<file path="src/verilog/incbit_pkg.sv">
/*
  Shared constants and types for the increment and bit-operation unit:
  instruction forms, operand region kinds, byte and state counts.
  Assumes the including core provides decoded forms and operand values.
*/
package incbit_pkg;

  // ------------------------------------------------------------
  // instruction forms handled by the unit
  // ------------------------------------------------------------
  typedef enum logic [4:0] {
    OP_ADD_BYTE_SHORT,    // add small constant to byte_reg
    OP_SUB_BYTE_SHORT,    // subtract_small_op on byte_reg
    OP_ADD_WORD_SHORT,
    OP_SUB_WORD_SHORT,
    OP_ADD_DWORD_SHORT,
    OP_SUB_DWORD_SHORT,
    OP_INC_DIRECT,        // direct_byte_addr plus one
    OP_DOWN_DIRECT,       // direct_byte_addr minus one
    OP_AND_BIT,           // and_logic_op into carry_flag
    OP_AND_NBIT,
    OP_OR_BIT,            // or_logic_op into carry_flag
    OP_OR_NBIT,
    OP_BIT_TO_CARRY,      // transfer_op bit into carry
    OP_CARRY_TO_BIT,      // transfer_op carry into bit
    OP_ST_BYTE_DISP16,    // byte_reg to word_reg pointer plus displacement
    OP_ST_WORD_DISP16,    // word_reg to word_reg pointer plus displacement
    OP_LD_WORD_DISP24     // dword_reg pointer plus displacement to word_reg
  } op_t;

  // operand region seen by the operand address
  typedef enum logic [1:0] {
    REG_ONCHIP,
    REG_IO_PORT,
    REG_PERIPH,
    REG_EXTERNAL
  } region_t;

  // ------------------------------------------------------------
  // request and result carriers
  // ------------------------------------------------------------
  typedef struct packed {
    op_t         op;
    region_t     region;
    logic        ext_bit;     // extended bit address, else legacy_bit_addr
    logic [2:0]  short_val;   // 1, 2 or 4
    logic [31:0] operand;     // destination operand value
    logic        bit_in;      // source bit value
  } req_t;

  typedef struct packed {
    logic [31:0] result;
    logic        carry_flag;
    logic        bit_out;
    logic [2:0]  length;      // instruction bytes
    logic [5:0]  states;      // total states spent
  } res_t;

  // ------------------------------------------------------------
  // widths and reset values
  // ------------------------------------------------------------
  localparam int unsigned BYTE_W   = 8;
  localparam int unsigned WORD_W   = 16;
  localparam int unsigned WAIT_W   = 4;
  localparam logic [5:0]  STATE_W0 = 6'h00;

  // ------------------------------------------------------------
  // byte counts, binary mode then source mode
  // ------------------------------------------------------------
  localparam logic [2:0] LEN_SHORT_BIN   = 3'h3;
  localparam logic [2:0] LEN_SHORT_SRC   = 3'h2;
  localparam logic [2:0] LEN_DIRECT      = 3'h2;
  localparam logic [2:0] LEN_BIT_LEG     = 3'h2;
  localparam logic [2:0] LEN_BIT_EXT_BIN = 3'h4;
  localparam logic [2:0] LEN_BIT_EXT_SRC = 3'h3;
  localparam logic [2:0] LEN_DISP_BIN    = 3'h5;
  localparam logic [2:0] LEN_DISP_SRC    = 3'h4;

  // ------------------------------------------------------------
  // base state counts, binary mode then source mode
  // ------------------------------------------------------------
  localparam logic [5:0] ST_SHORT_BIN     = 6'h02;
  localparam logic [5:0] ST_SHORT_SRC     = 6'h01;
  localparam logic [5:0] ST_ADD_DW_BIN    = 6'h04;
  localparam logic [5:0] ST_ADD_DW_SRC    = 6'h03;
  localparam logic [5:0] ST_SUB_DW_BIN    = 6'h05;
  localparam logic [5:0] ST_SUB_DW_SRC    = 6'h04;
  localparam logic [5:0] ST_DIRECT        = 6'h02;
  localparam logic [5:0] ST_RDBIT_LEG     = 6'h01;
  localparam logic [5:0] ST_RDBIT_EXT_BIN = 6'h03;
  localparam logic [5:0] ST_RDBIT_EXT_SRC = 6'h02;
  localparam logic [5:0] ST_WRBIT_LEG     = 6'h02;
  localparam logic [5:0] ST_WRBIT_EXT_BIN = 6'h04;
  localparam logic [5:0] ST_WRBIT_EXT_SRC = 6'h03;
  localparam logic [5:0] ST_ST_BYTE_BIN   = 6'h06;
  localparam logic [5:0] ST_ST_BYTE_SRC   = 6'h05;
  localparam logic [5:0] ST_ST_WORD_BIN   = 6'h07;
  localparam logic [5:0] ST_ST_WORD_SRC   = 6'h06;
  localparam logic [5:0] ST_LD_WORD_BIN   = 6'h08;
  localparam logic [5:0] ST_LD_WORD_SRC   = 6'h07;

  // ------------------------------------------------------------
  // extra states for slow operand regions
  // ------------------------------------------------------------
  localparam logic [5:0] XT_DIR_IO      = 6'h02;
  localparam logic [5:0] XT_DIR_PERIPH  = 6'h03;
  localparam logic [5:0] XT_RBIT_IO     = 6'h01;
  localparam logic [5:0] XT_RBIT_PERIPH = 6'h02;
  localparam logic [5:0] XT_EXT_BYTE    = 6'h02;  // plus wait states
  localparam logic [5:0] XT_EXT_WORD    = 6'h01;  // plus wait, then doubled

endpackage

</file>
<file path="src/verilog/incbit_unit.sv">
/*
  Increment, small add/subtract, carry bit logic and displacement
  transfer datapath. Computes result, carry, bit and the byte and state
  counts, then holds busy for the state count before raising done.
  Assumes one clock, requests only while idle, binary/source mode strap
  stable around reset release.
*/
// What this block does
// - byte_reg short add/sub: 3 bytes 2 states binary, 2 bytes 1 state source
// - word_reg short add/sub: 3 bytes 2 states binary, 2 bytes 1 state source
// - dword_reg add 4/3 states, subtract 5/4 states, binary/source
// - direct byte increment/decrement: 2 bytes, 2 states both modes
// - direct increment/decrement adds 2 states for port, 3 for peripheral
// - and bit into carry; 1 state legacy, 3 binary or 2 source extended
// - and complemented bit into carry; same counts as plain form
// - or bit or complement into carry; 1 legacy, 3 binary, 2 source
// - bit to carry: 2B/1 legacy; extended 4B/3 binary, 3B/2 source
// - carry to bit: 2 states legacy; extended 4 binary, 3 source
// - bit reads into carry add 1 state port, 2 peripheral
// - byte store via word pointer plus displacement: 5B/6 binary, 4B/5 source
// - word store via word pointer plus displacement: 7 binary, 6 source
// - word load via dword pointer: 5B/8 binary, 4B/7 source
// - external byte displacement transfer adds wait states plus 2
// - external word displacement transfer adds wait states plus 1, doubled
`timescale 1ns/1ps

module incbit_unit #(
  parameter int unsigned WAIT_STATES_W = incbit_pkg::WAIT_W
) (
  // clock and reset
  input  wire logic                     clk,
  input  wire logic                     reset_n,
  // configuration
  input  wire logic                     source_mode_strap,
  input  wire logic [WAIT_STATES_W-1:0] ext_wait_states,
  // request
  input  wire logic                     req_valid,
  input  wire incbit_pkg::req_t         req,
  input  wire logic                     carry_in,
  // answer
  output logic                          busy,
  output logic                          done,
  output incbit_pkg::res_t              res
);

  // ------------------------------------------------------------
  // state
  // ------------------------------------------------------------
  typedef enum logic [1:0] {S_BOOT, S_IDLE, S_RUN} phase_t;

  typedef struct packed {
    phase_t           phase;
    logic             src_mode;
    logic [5:0]       count;
    logic             busy;
    logic             done;
    incbit_pkg::res_t res;
  } state_t;

  state_t state_q;
  state_t state_d;

  // ------------------------------------------------------------
  // operation datapath, combinational
  // ------------------------------------------------------------
  incbit_pkg::res_t calc;
  logic [31:0]      step;
  logic [5:0]       wait6;

  always_comb begin
    wait6 = 6'(ext_wait_states);
    step  = {29'h0, req.short_val};
    calc  = '0;
    calc.carry_flag = carry_in;
    calc.result     = req.operand;
    case (req.op)
      // short register forms
      incbit_pkg::OP_ADD_BYTE_SHORT, incbit_pkg::OP_SUB_BYTE_SHORT: begin
        calc.result = {24'h0, (req.op == incbit_pkg::OP_ADD_BYTE_SHORT) ?
                       8'(req.operand[7:0] + step[7:0]) :
                       8'(req.operand[7:0] - step[7:0])};
        calc.length = state_q.src_mode ? incbit_pkg::LEN_SHORT_SRC :
                                         incbit_pkg::LEN_SHORT_BIN;
        calc.states = state_q.src_mode ? incbit_pkg::ST_SHORT_SRC :
                                         incbit_pkg::ST_SHORT_BIN;
      end
      incbit_pkg::OP_ADD_WORD_SHORT, incbit_pkg::OP_SUB_WORD_SHORT: begin
        calc.result = {16'h0, (req.op == incbit_pkg::OP_ADD_WORD_SHORT) ?
                       16'(req.operand[15:0] + step[15:0]) :
                       16'(req.operand[15:0] - step[15:0])};
        calc.length = state_q.src_mode ? incbit_pkg::LEN_SHORT_SRC :
                                         incbit_pkg::LEN_SHORT_BIN;
        calc.states = state_q.src_mode ? incbit_pkg::ST_SHORT_SRC :
                                         incbit_pkg::ST_SHORT_BIN;
      end
      incbit_pkg::OP_ADD_DWORD_SHORT: begin
        calc.result = req.operand + step;
        calc.length = state_q.src_mode ? incbit_pkg::LEN_SHORT_SRC :
                                         incbit_pkg::LEN_SHORT_BIN;
        calc.states = state_q.src_mode ? incbit_pkg::ST_ADD_DW_SRC :
                                         incbit_pkg::ST_ADD_DW_BIN;
      end
      incbit_pkg::OP_SUB_DWORD_SHORT: begin
        calc.result = req.operand - step;
        calc.length = state_q.src_mode ? incbit_pkg::LEN_SHORT_SRC :
                                         incbit_pkg::LEN_SHORT_BIN;
        calc.states = state_q.src_mode ? incbit_pkg::ST_SUB_DW_SRC :
                                         incbit_pkg::ST_SUB_DW_BIN;
      end
      // direct byte increment and decrement
      incbit_pkg::OP_INC_DIRECT, incbit_pkg::OP_DOWN_DIRECT: begin
        calc.result = {24'h0, (req.op == incbit_pkg::OP_INC_DIRECT) ?
                       8'(req.operand[7:0] + 8'h01) :
                       8'(req.operand[7:0] - 8'h01)};
        calc.length = incbit_pkg::LEN_DIRECT;
        calc.states = incbit_pkg::ST_DIRECT;
        if (req.region == incbit_pkg::REG_IO_PORT) begin
          calc.states = incbit_pkg::ST_DIRECT + incbit_pkg::XT_DIR_IO;
        end else if (req.region == incbit_pkg::REG_PERIPH) begin
          calc.states = incbit_pkg::ST_DIRECT + incbit_pkg::XT_DIR_PERIPH;
        end
      end
      // bit reads into carry
      incbit_pkg::OP_AND_BIT, incbit_pkg::OP_AND_NBIT, incbit_pkg::OP_OR_BIT,
      incbit_pkg::OP_OR_NBIT, incbit_pkg::OP_BIT_TO_CARRY: begin
        case (req.op)
          incbit_pkg::OP_AND_BIT:  calc.carry_flag = carry_in & req.bit_in;
          incbit_pkg::OP_AND_NBIT: calc.carry_flag = carry_in & ~req.bit_in;
          incbit_pkg::OP_OR_BIT:   calc.carry_flag = carry_in | req.bit_in;
          incbit_pkg::OP_OR_NBIT:  calc.carry_flag = carry_in | ~req.bit_in;
          default:                 calc.carry_flag = req.bit_in;
        endcase
        if (!req.ext_bit) begin
          calc.length = incbit_pkg::LEN_BIT_LEG;
          calc.states = incbit_pkg::ST_RDBIT_LEG;
        end else begin
          calc.length = state_q.src_mode ? incbit_pkg::LEN_BIT_EXT_SRC :
                                           incbit_pkg::LEN_BIT_EXT_BIN;
          calc.states = state_q.src_mode ? incbit_pkg::ST_RDBIT_EXT_SRC :
                                           incbit_pkg::ST_RDBIT_EXT_BIN;
        end
        if (req.region == incbit_pkg::REG_IO_PORT) begin
          calc.states = calc.states + incbit_pkg::XT_RBIT_IO;
        end else if (req.region == incbit_pkg::REG_PERIPH) begin
          calc.states = calc.states + incbit_pkg::XT_RBIT_PERIPH;
        end
      end
      // carry written out to a bit
      incbit_pkg::OP_CARRY_TO_BIT: begin
        calc.bit_out = carry_in;
        if (!req.ext_bit) begin
          calc.length = incbit_pkg::LEN_BIT_LEG;
          calc.states = incbit_pkg::ST_WRBIT_LEG;
        end else begin
          calc.length = state_q.src_mode ? incbit_pkg::LEN_BIT_EXT_SRC :
                                           incbit_pkg::LEN_BIT_EXT_BIN;
          calc.states = state_q.src_mode ? incbit_pkg::ST_WRBIT_EXT_SRC :
                                           incbit_pkg::ST_WRBIT_EXT_BIN;
        end
      end
      // displacement transfers; data passes straight through
      incbit_pkg::OP_ST_BYTE_DISP16: begin
        calc.result = {24'h0, req.operand[7:0]};
        calc.length = state_q.src_mode ? incbit_pkg::LEN_DISP_SRC :
                                         incbit_pkg::LEN_DISP_BIN;
        calc.states = state_q.src_mode ? incbit_pkg::ST_ST_BYTE_SRC :
                                         incbit_pkg::ST_ST_BYTE_BIN;
        if (req.region == incbit_pkg::REG_EXTERNAL) begin
          calc.states = calc.states + wait6 + incbit_pkg::XT_EXT_BYTE;
        end
      end
      incbit_pkg::OP_ST_WORD_DISP16, incbit_pkg::OP_LD_WORD_DISP24: begin
        calc.result = {16'h0, req.operand[15:0]};
        calc.length = state_q.src_mode ? incbit_pkg::LEN_DISP_SRC :
                                         incbit_pkg::LEN_DISP_BIN;
        if (req.op == incbit_pkg::OP_ST_WORD_DISP16) begin
          calc.states = state_q.src_mode ? incbit_pkg::ST_ST_WORD_SRC :
                                           incbit_pkg::ST_ST_WORD_BIN;
        end else begin
          calc.states = state_q.src_mode ? incbit_pkg::ST_LD_WORD_SRC :
                                           incbit_pkg::ST_LD_WORD_BIN;
        end
        if (req.region == incbit_pkg::REG_EXTERNAL) begin
          // word access is two byte cycles, each with its own waits
          calc.states = calc.states +
                        6'((wait6 + incbit_pkg::XT_EXT_WORD) << 1);
        end
      end
      default: begin
        calc = '0;
        calc.carry_flag = carry_in;
      end
    endcase
  end

  // ------------------------------------------------------------
  // sequencer: strap capture, then one state per clock
  // ------------------------------------------------------------
  always_comb begin
    state_d      = state_q;
    state_d.done = 1'b0;
    case (state_q.phase)
      S_BOOT: begin
        // strap sampled after release, never under the async reset
        state_d.src_mode = source_mode_strap;
        state_d.phase    = S_IDLE;
      end
      S_IDLE: begin
        // first idle cycle after boot still shows busy, so nothing is taken then
        state_d.busy = 1'b0;
        if (req_valid && !state_q.busy) begin
          state_d.res   = calc;
          state_d.count = calc.states;
          state_d.busy  = 1'b1;
          state_d.phase = S_RUN;
        end
      end
      S_RUN: begin
        // a count of zero (unknown op) ends after one state, same as a count of one
        if (state_q.count <= 6'h01) begin
          state_d.busy  = 1'b0;
          state_d.done  = 1'b1;
          state_d.count = incbit_pkg::STATE_W0;
          state_d.phase = S_IDLE;
        end else begin
          state_d.count = 6'(state_q.count - 6'h01);
        end
      end
      default: begin
        state_d.phase = S_IDLE;
      end
    endcase
  end

  // state register
  always_ff @(posedge clk or negedge reset_n) begin
    if (!reset_n) begin
      state_q <= '{phase: S_BOOT, src_mode: 1'b0, count: incbit_pkg::STATE_W0,
                   busy: 1'b1, done: 1'b0, res: '0};
    end else begin
      state_q <= state_d;
    end
  end

  // outputs straight from flops
  assign busy = state_q.busy;
  assign done = state_q.done;
  assign res  = state_q.res;

endmodule
</file>
<file path="config.mk">
export PLATFORM = sky130hd
export DESIGN_NAME = incbit_unit
export DESIGN_NICKNAME = d
export VERILOG_FILES = /design/src/verilog/incbit_pkg.sv /design/src/verilog/incbit_unit.sv
export SDC_FILE = /design/constraint.sdc
export NUM_CORES = 1
export LEC_CHECK = 0
export BUFFER_PORTS_ARGS = -buffer_cell sky130_fd_sc_hd__buf_2
export CAP_MARGIN = 20
export CORE_ASPECT_RATIO = 1.2
export CORE_MARGIN = 3
export CORE_UTILIZATION = 50
export CTS_BUF_LIST = sky130_fd_sc_hd__clkbuf_16
export DETAILED_ROUTE_END_ITERATION = 6
export GPL_TIMING_DRIVEN = 0
export PLACE_DENSITY = 0.71
export SETUP_SLACK_MARGIN = 0.4
export SYNTH_ARGS = -nofsm -noshare
export SYNTH_HDL_FRONTEND = slang
export SYNTH_SLANG_ARGS = --single-unit
</file>
<file path="constraint.sdc">
create_clock -name clk -period 5.9 [get_ports clk]
set_input_delay 0.295 -clock clk [delete_from_list [all_inputs] [get_ports clk]]
set_output_delay 0.295 -clock clk [all_outputs]
set_load 0.005 [all_outputs]
</file>
==> metrics.csv, run 1 <==
stage;metric;value;unit
run_status;status;finished, final reports clean;
die;starting density of the core;0.521;
sta;Slew Viols, Final;0;
place;HPWL after DPL;16100;um
final_layout;Ant. Diodes;0;
synth;Syn Nets;1045;
routing;DR WL/cell;17.3;um
synth;Post-synth EDFFs;0;
critical_path;worst reg2reg setup slack;2950;ps
power_and_ir_drop;Pwr Total;2.02;mW
global_route;vias in the first global route;6748;
sta;FMAX;0.206;GHz
critical_path;CP Class;primary input to register;
routing;final WL;20700;um
synth;Syn Inst Count;921;
power_and_ir_drop;Worst VDD drop;0.195;mV
sta;Tmin final;4860;ps
final_layout;NumNets Final;1150;
synth;ys async rst share;1.00;
sta;Final Hold Fails;0;
die;core area;13500;um2
sta;Min Hold Slack;19.2;ps
flow_run;Max Cap Viol;0;
global_route;antenna violations before repair;0;
power_and_ir_drop;PD cells;257;nW/um2
sta;Final period util;0.824;
die;die width;114;um
synth;Synth warnings;0;
clock_tree;Hold-fix buffers, CTS;0;
power_and_ir_drop;internal power;1.18;mW
power_and_ir_drop;switch share;0.417;
sta;unrepaired setup endpoints after global routing;no;
final_layout;Filler cells;1347;
power_and_ir_drop;Combinational Power Share;0.558;
final_layout;post-layout util;0.585;
global_route;wire length of the first global-routing pass;33700;um
power_and_ir_drop;Static Leakage;3.71;nW
final_layout;commonest non-fill, non-tap cell in the layout;buf_2;
clock_tree;Num Clock Sinks;54;
synth;syn_area_per_cell;7.62;um2
clock_tree;clock insertion delay at the later pin of the skew report;300;ps
place;pre-CTS worst setup slack;785;ps
synth;Mapped Area;7020;um2
die;die area;15500;um2
routing;antenna-violating nets left;0;
clock_tree;H-tree levels;2;
clock_tree;clk slew on worst S/H paths;70;ps
power_and_ir_drop;Reg power frac;0.289;
synth;ys flop type;dfrtp_1;
final_layout;multi-input logic area;5010;um2
power_and_ir_drop;clock share of power;0.154;
routing;final routed DRC violation total;0;
sta;setup tns final;0;ps
final_layout;final non-filler cell total;1195;
routing;DR vias;7108;
clock_tree;CTS tree;yes;
sta;slew of the pin with the lowest slew margin;866;ps
synth;post-synth cell types;81;
global_route;global route overflow;0;
place;IO Port Bufs;96;
critical_path;Worst Setup Start Kind;primary input;
min_path;class of the worst hold path;primary input to async pin;
critical_path;crit end category;register;
routing;TritonRoute pass-1 iters;6;
critical_path;Critical Path AT;5040;ps
clock_tree;post-CTS sizing;0;
critical_path;maximum fanout along the worst path;20;
clock_tree;postcts setup bufs;0;
synth;register area share after synthesis;0.193;
place;Post-DP Area;7730;um2
final_layout;total area of sequential cells;1350;um2
global_route;largest net degree at the start of global routing;29;
clock_tree;total CTS buffers;5;
sta;clk_skew;4.89;ps
sta;Final setup viols;0;
die;# IOs;98;
sta;Final WS setup;1040;ps
global_route;All-Layer GR Usage;0.265;
clock_tree;worst-case clock buffer depth;2;
final_layout;growth of design area from synthesis to finish;12.2;%
critical_path;Req. time, crit path;6070;ps
die;site row count;46;
die;Die H;136;um
final_layout;Final Instance Area;7880;um2
final_layout;fraction of layout cells with a size suffix above 1;0.175;
synth;#FFs+latches synth;54;
place;Placed Cells;1186;
sta;relative slew slack;0.421;
routing;DRT iter0 DRCs;487;
final_layout;most frequent cells in the layout;buf_2 (102), nand2_1 (90), nor2_1 (77);
routing;number of vias per cell;5.95;
place;gpl congestion;0.954;
clock_tree;Root Driver;clkbuf_16;
power_and_ir_drop;Psw;0.845;mW
[cells by family after synthesis]
| family | count (synthesis) | synth area share |
|---|---|---|
| DFF | 54 | 0.193 |
| buffers and inverters | 121 | 0.0930 |
| AOI/OAI and AO/OA | 310 | 0.292 |
| xor gates and xnor gates | 60 | 0.0749 |
| and+or+nand+nor | 298 | 0.205 |
| muxes | 5 | 0.00749 |
| adders and majority gates | 73 | 0.135 |
[worst max-delay path: stages]
cell	delay, ps
buf_2	110
buf_1	350
nor2_1	200
and2_1	170
buf_2	200
nand2_1	370
nand2_1	650
ha_1	440
clkbuf_1	190
a211oi_1	320
o211ai_1	170
a2111oi_0	420
nor3_1	160
a41oi_1	330
mux2i_1	290
a31oi_1	130
o21ai_1	130
o311ai_1	110
[routing by layer]
metal / up-vias / part of all wire / GRT usage
li1: 3531 / - / -
met1: 3302 / 0.44 / 0.353
met2: 240 / 0.48 / 0.454
met3: 35 / 0.056 / 0.0255
met4: 0 / 0.022 / 0.0785
met5: - / 0 / 0
[sequential cells by signal, indices dropped and copies added, names as in the netlist]
signal,flops
state_q,9
busy,1
res,43
done,1
[power groups by stage]
stage / Combinational [mW] / Sequential, mW / Clock (mW)
after floorplan: 0.793 / 0.560 / 0
after global placement: 1.10 / 0.586 / 0
after detailed placement: 1.12 / 0.589 / 0
after CTS: 1.13 / 0.582 / 0.316
after global routing: 1.26 / 0.599 / 0.327
final: 1.13 / 0.585 / 0.311
[synth_stat cells, types with 4 or more instances]
cell type  count  area, um2
xnor2_1       43        377
a22oi_1       16        120
fa_1           5        100
nand2b_1      11       68.8
ha_1          66        826
a31oi_1       14       87.6
a221oi_1      14        123
nor3b_1        5       37.5
nor2_1        77        289
nand3_1       30        150
clkbuf_1      31        116
o21bai_1       8       60.1
a22o_1         4       35.0
a21o_1        17        128
buf_2          6       30.0
xor2_1        17        149
o22ai_1        6       37.5
nor2b_1       16        100
buf_4         43        323
dfrtp_1       53       1330
and3_1        10       62.6
nand2_1       90        338
o21a_1         4       30.0
a211oi_1       7       52.6
nor3_1        23        115
and2_1        10       62.6
o21ai_1       16       80.1
or3_1          4       25.0
nand4_1        4       25.0
inv_1         35        131
a21oi_1       71        355
buf_6          4       45.0
o21ai_0       74        370
o211ai_1       6       45.0
or2_2          6       37.5
[worst paths after layout]
| kind | from | to | depth (start not counted) |
|---|---|---|---|
| max | req[40] | res[42] | 18 |
| min | reset_n | res[5] | 1 |
| max reg2reg | state_q[51] | state_q[46] | 10 |
| min reg2reg | res[9] | res[9] | 2 |
| max in group asynchronous | reset_n | res[25] | 2 |
| min in group clk | source_mode_strap | state_q[51] | 3 |
[layout make-up]
cell class	instances	share of cell area
plain buffers	86	0.0662
clock buffers	5	0.0159
clock inverters	3	0.00206
inverters	35	0.0167
multi-input cells	746	0.636
flip-flops and latches	54	0.172
well taps	168	0.0267
repair buffers	98	0.0645
No activity file was read; power rests on OpenSTA's default activity.
==> run 2, diff against run 1 <==
- ABC_AREA: default -> 1
- clock period: 5.9 -> 4.9 ns (I/O delays scaled with it)
==> metrics.csv, run 2 <==
stage;metric;value;unit
clock_tree;clock insertion delay at the later pin of the skew report;300;ps
synth;top post-synthesis cells by area;dfrtp_1 (19%), nand2_1 (18%), ha_1 (12%);
die;starting density of the core;0.514;
global_route;antenna violations before repair;0;
power_and_ir_drop;clock share of power;0.158;
synth;Synth warnings;0;
clock_tree;clk slew on worst S/H paths;70;ps
synth;Syn Nets;1267;
routing;DR vias;7677;
critical_path;maximum fanout along the worst path;14;
critical_path;Req. time, crit path;5140;ps
routing;number of vias per cell;5.40;
final_layout;growth of design area from synthesis to finish;12.5;%
power_and_ir_drop;Reg power frac;0.290;
global_route;largest net degree at the start of global routing;42;
die;# IOs;98;
die;core area;13900;um2
critical_path;Critical Path AT;4200;ps
routing;final WL;21200;um
synth;post-synth top area cell;dfrtp_1;
power_and_ir_drop;PD cells;326;nW/um2
synth;post-synth cell types;51;
routing;DRT iter0 DRCs;593;
clock_tree;Num Clock Sinks;54;
place;Post-DP Area;7880;um2
global_route;vias in the first global route;6903;
synth;register area share after synthesis;0.189;
routing;antenna-violating nets left;0;
final_layout;fraction of layout cells with a size suffix above 1;0.170;
synth;Post-synth EDFFs;0;
power_and_ir_drop;Combinational Power Share;0.552;
place;HPWL after DPL;17300;um
routing;final routed DRC violation total;0;
synth;Mapped Area;7160;um2
critical_path;Worst Setup Start Kind;primary input;
synth;syn_area_per_cell;6.27;um2
global_route;GR Util met2;0.455;
clock_tree;postcts setup bufs;0;
synth;ys flop type;dfrtp_1;
synth;#FFs+latches synth;54;
final_layout;Final Instance Area;8060;um2
global_route;met3 Use GR;0.0155;
clock_tree;total CTS buffers;5;
final_layout;commonest non-fill, non-tap cell in the layout;nand2_1;
die;die area;15800;um2
sta;FMAX;0.252;GHz
synth;most numerous cell in the Yosys netlist;nand2_1;
synth;Synth top area share;0.185;
power_and_ir_drop;Worst VDD drop;0.178;mV
sta;Slew Viols, Final;0;
global_route;global route overflow;0;
synth;ys async rst share;1.00;
clock_tree;worst-case clock buffer depth;2;
power_and_ir_drop;Psw;1.12;mW
sta;slew of the pin with the lowest slew margin;824;ps
global_route;wire length of the first global-routing pass;33300;um
run_status;status;finished, final reports clean;
sta;clk_skew;4.77;ps
final_layout;Ant. Diodes;0;
die;die width;115;um
global_route;global route hottest layer;met2;
place;IO Port Bufs;97;
die;Die H;137;um
clock_tree;Root Driver;clkbuf_16;
synth;Post-synth top cells;nand2_1 (346), inv_1 (119), nor2_1 (103);
global_route;All-Layer GR Usage;0.263;
die;site row count;47;
sta;setup tns final;0;ps
power_and_ir_drop;internal power;1.51;mW
sta;Final period util;0.809;
flow_run;Max Cap Viol;0;
clock_tree;post-CTS sizing;0;
synth;Syn Inst Count;1143;
sta;Final Hold Fails;0;
sta;relative slew slack;0.449;
place;gpl congestion;0.984;
final_layout;max FFs per register;43;
final_layout;NumNets Final;1373;
routing;DR WL/cell;14.9;um
power_and_ir_drop;Static Leakage;4.45;nW
clock_tree;CTS tree;yes;
sta;Tmin final;3960;ps
sta;Final setup viols;0;
global_route;GR Layer Usage met1;0.349;
critical_path;crit end category;register;
min_path;class of the worst hold path;primary input to register;
clock_tree;H-tree levels;2;
routing;TritonRoute pass-1 iters;5;
sta;unrepaired setup endpoints after global routing;no;
power_and_ir_drop;switch share;0.426;
final_layout;most frequent cells in the layout;nand2_1 (346), inv_1 (119), nor2_1 (103);
critical_path;CP Class;primary input to register;
run 2: cell type report:
type | count | area (um2)
Fill cell | 1438 | 5880
Multi-Input combinational cell | 893 | 4880
Sequential cell | 54 | 1350
Timing Repair Buffer | 99 | 515
Inverter | 136 | 512
Buffer | 60 | 413
Tap cell | 171 | 214
Clock buffer | 5 | 125
Clock inverter | 3 | 42.5
run 2: cells by family (layout without fill, tap and decap cells):
logic type	after synthesis	count (layout)	synth area share
simple gates	573	573	0.351
compound gates	237	237	0.187
buf+inv	196	303	0.129
fa+ha+maj	71	71	0.129
flops	54	54	0.189
xor+xnor	12	12	0.0147
run 2: final timing paths:
check / from / endpoint / slack (ps) / cells past startpoint
setup / recovery: req[33] / res[40] / 940 / 17
hold / removal: source_mode_strap / state_q[51] / 200 / 3
setup reg to reg: state_q[51] / state_q[48] / 2370 / 12
hold reg to reg: res[31] / res[31] / 480 / 1
max in group asynchronous: reset_n / busy / 3880 / 3
min in group asynchronous: reset_n / res[11] / 400 / 2
run 2: power groups by stage:
stage	sequential (mW)	combinational [mW]	clock [mW]
finish	0.760	1.45	0.414
global placement	0.759	1.42	0
detailed placement	0.765	1.44	0
floorplan	0.730	1.00	0
CTS	0.759	1.45	0.420
global route	0.784	1.63	0.435
run 2: critical path: stages:
cell and delay, ps:
buf_2 110, inv_1 90, ha_1 210, ha_1 210, inv_1 360, nand2_1 520, ha_1 550, nand2_1 160
nor2_1 170, nand2_1 70, o21ai_0 590, nand3_1 210, nand3_1 140, nand2_1 50, o21ai_0 350, nand2_1 90
nand2_1 70
run 2: metal layers:
metal,vias to the layer above,share of wire
met5,-,0
met2,209,0.48
met3,40,0.046
met4,0,0.025
met1,3503,0.45
li1,3925,-
run 2: through the flow:
| step | hold slack (ps) | utilization | setup WS [ps] | std cells | power (mW) |
|---|---|---|---|---|---|
| detailed placement | 199 | 0.565 | 697 | 1412 | 2.21 |
| finish | 195 | 0.578 | 937 | 1421 | 2.62 |
| CTS | 187 | 0.578 | 980 | 1421 | 2.63 |
| global placement | 462 | 0.564 | 704 | 1411 | 2.18 |
| floorplan | -50.6 | - | 1910 | 1143 | 1.73 |
| global route | 212 | 0.578 | 637 | 1421 | 2.85 |
run 2: what timing repair did:
action / in CTS / in global routing
endpoints found under the hold margin: 13 / 0
hold buffers: 1 / 0
setup endpoints to repair: 0 / 0
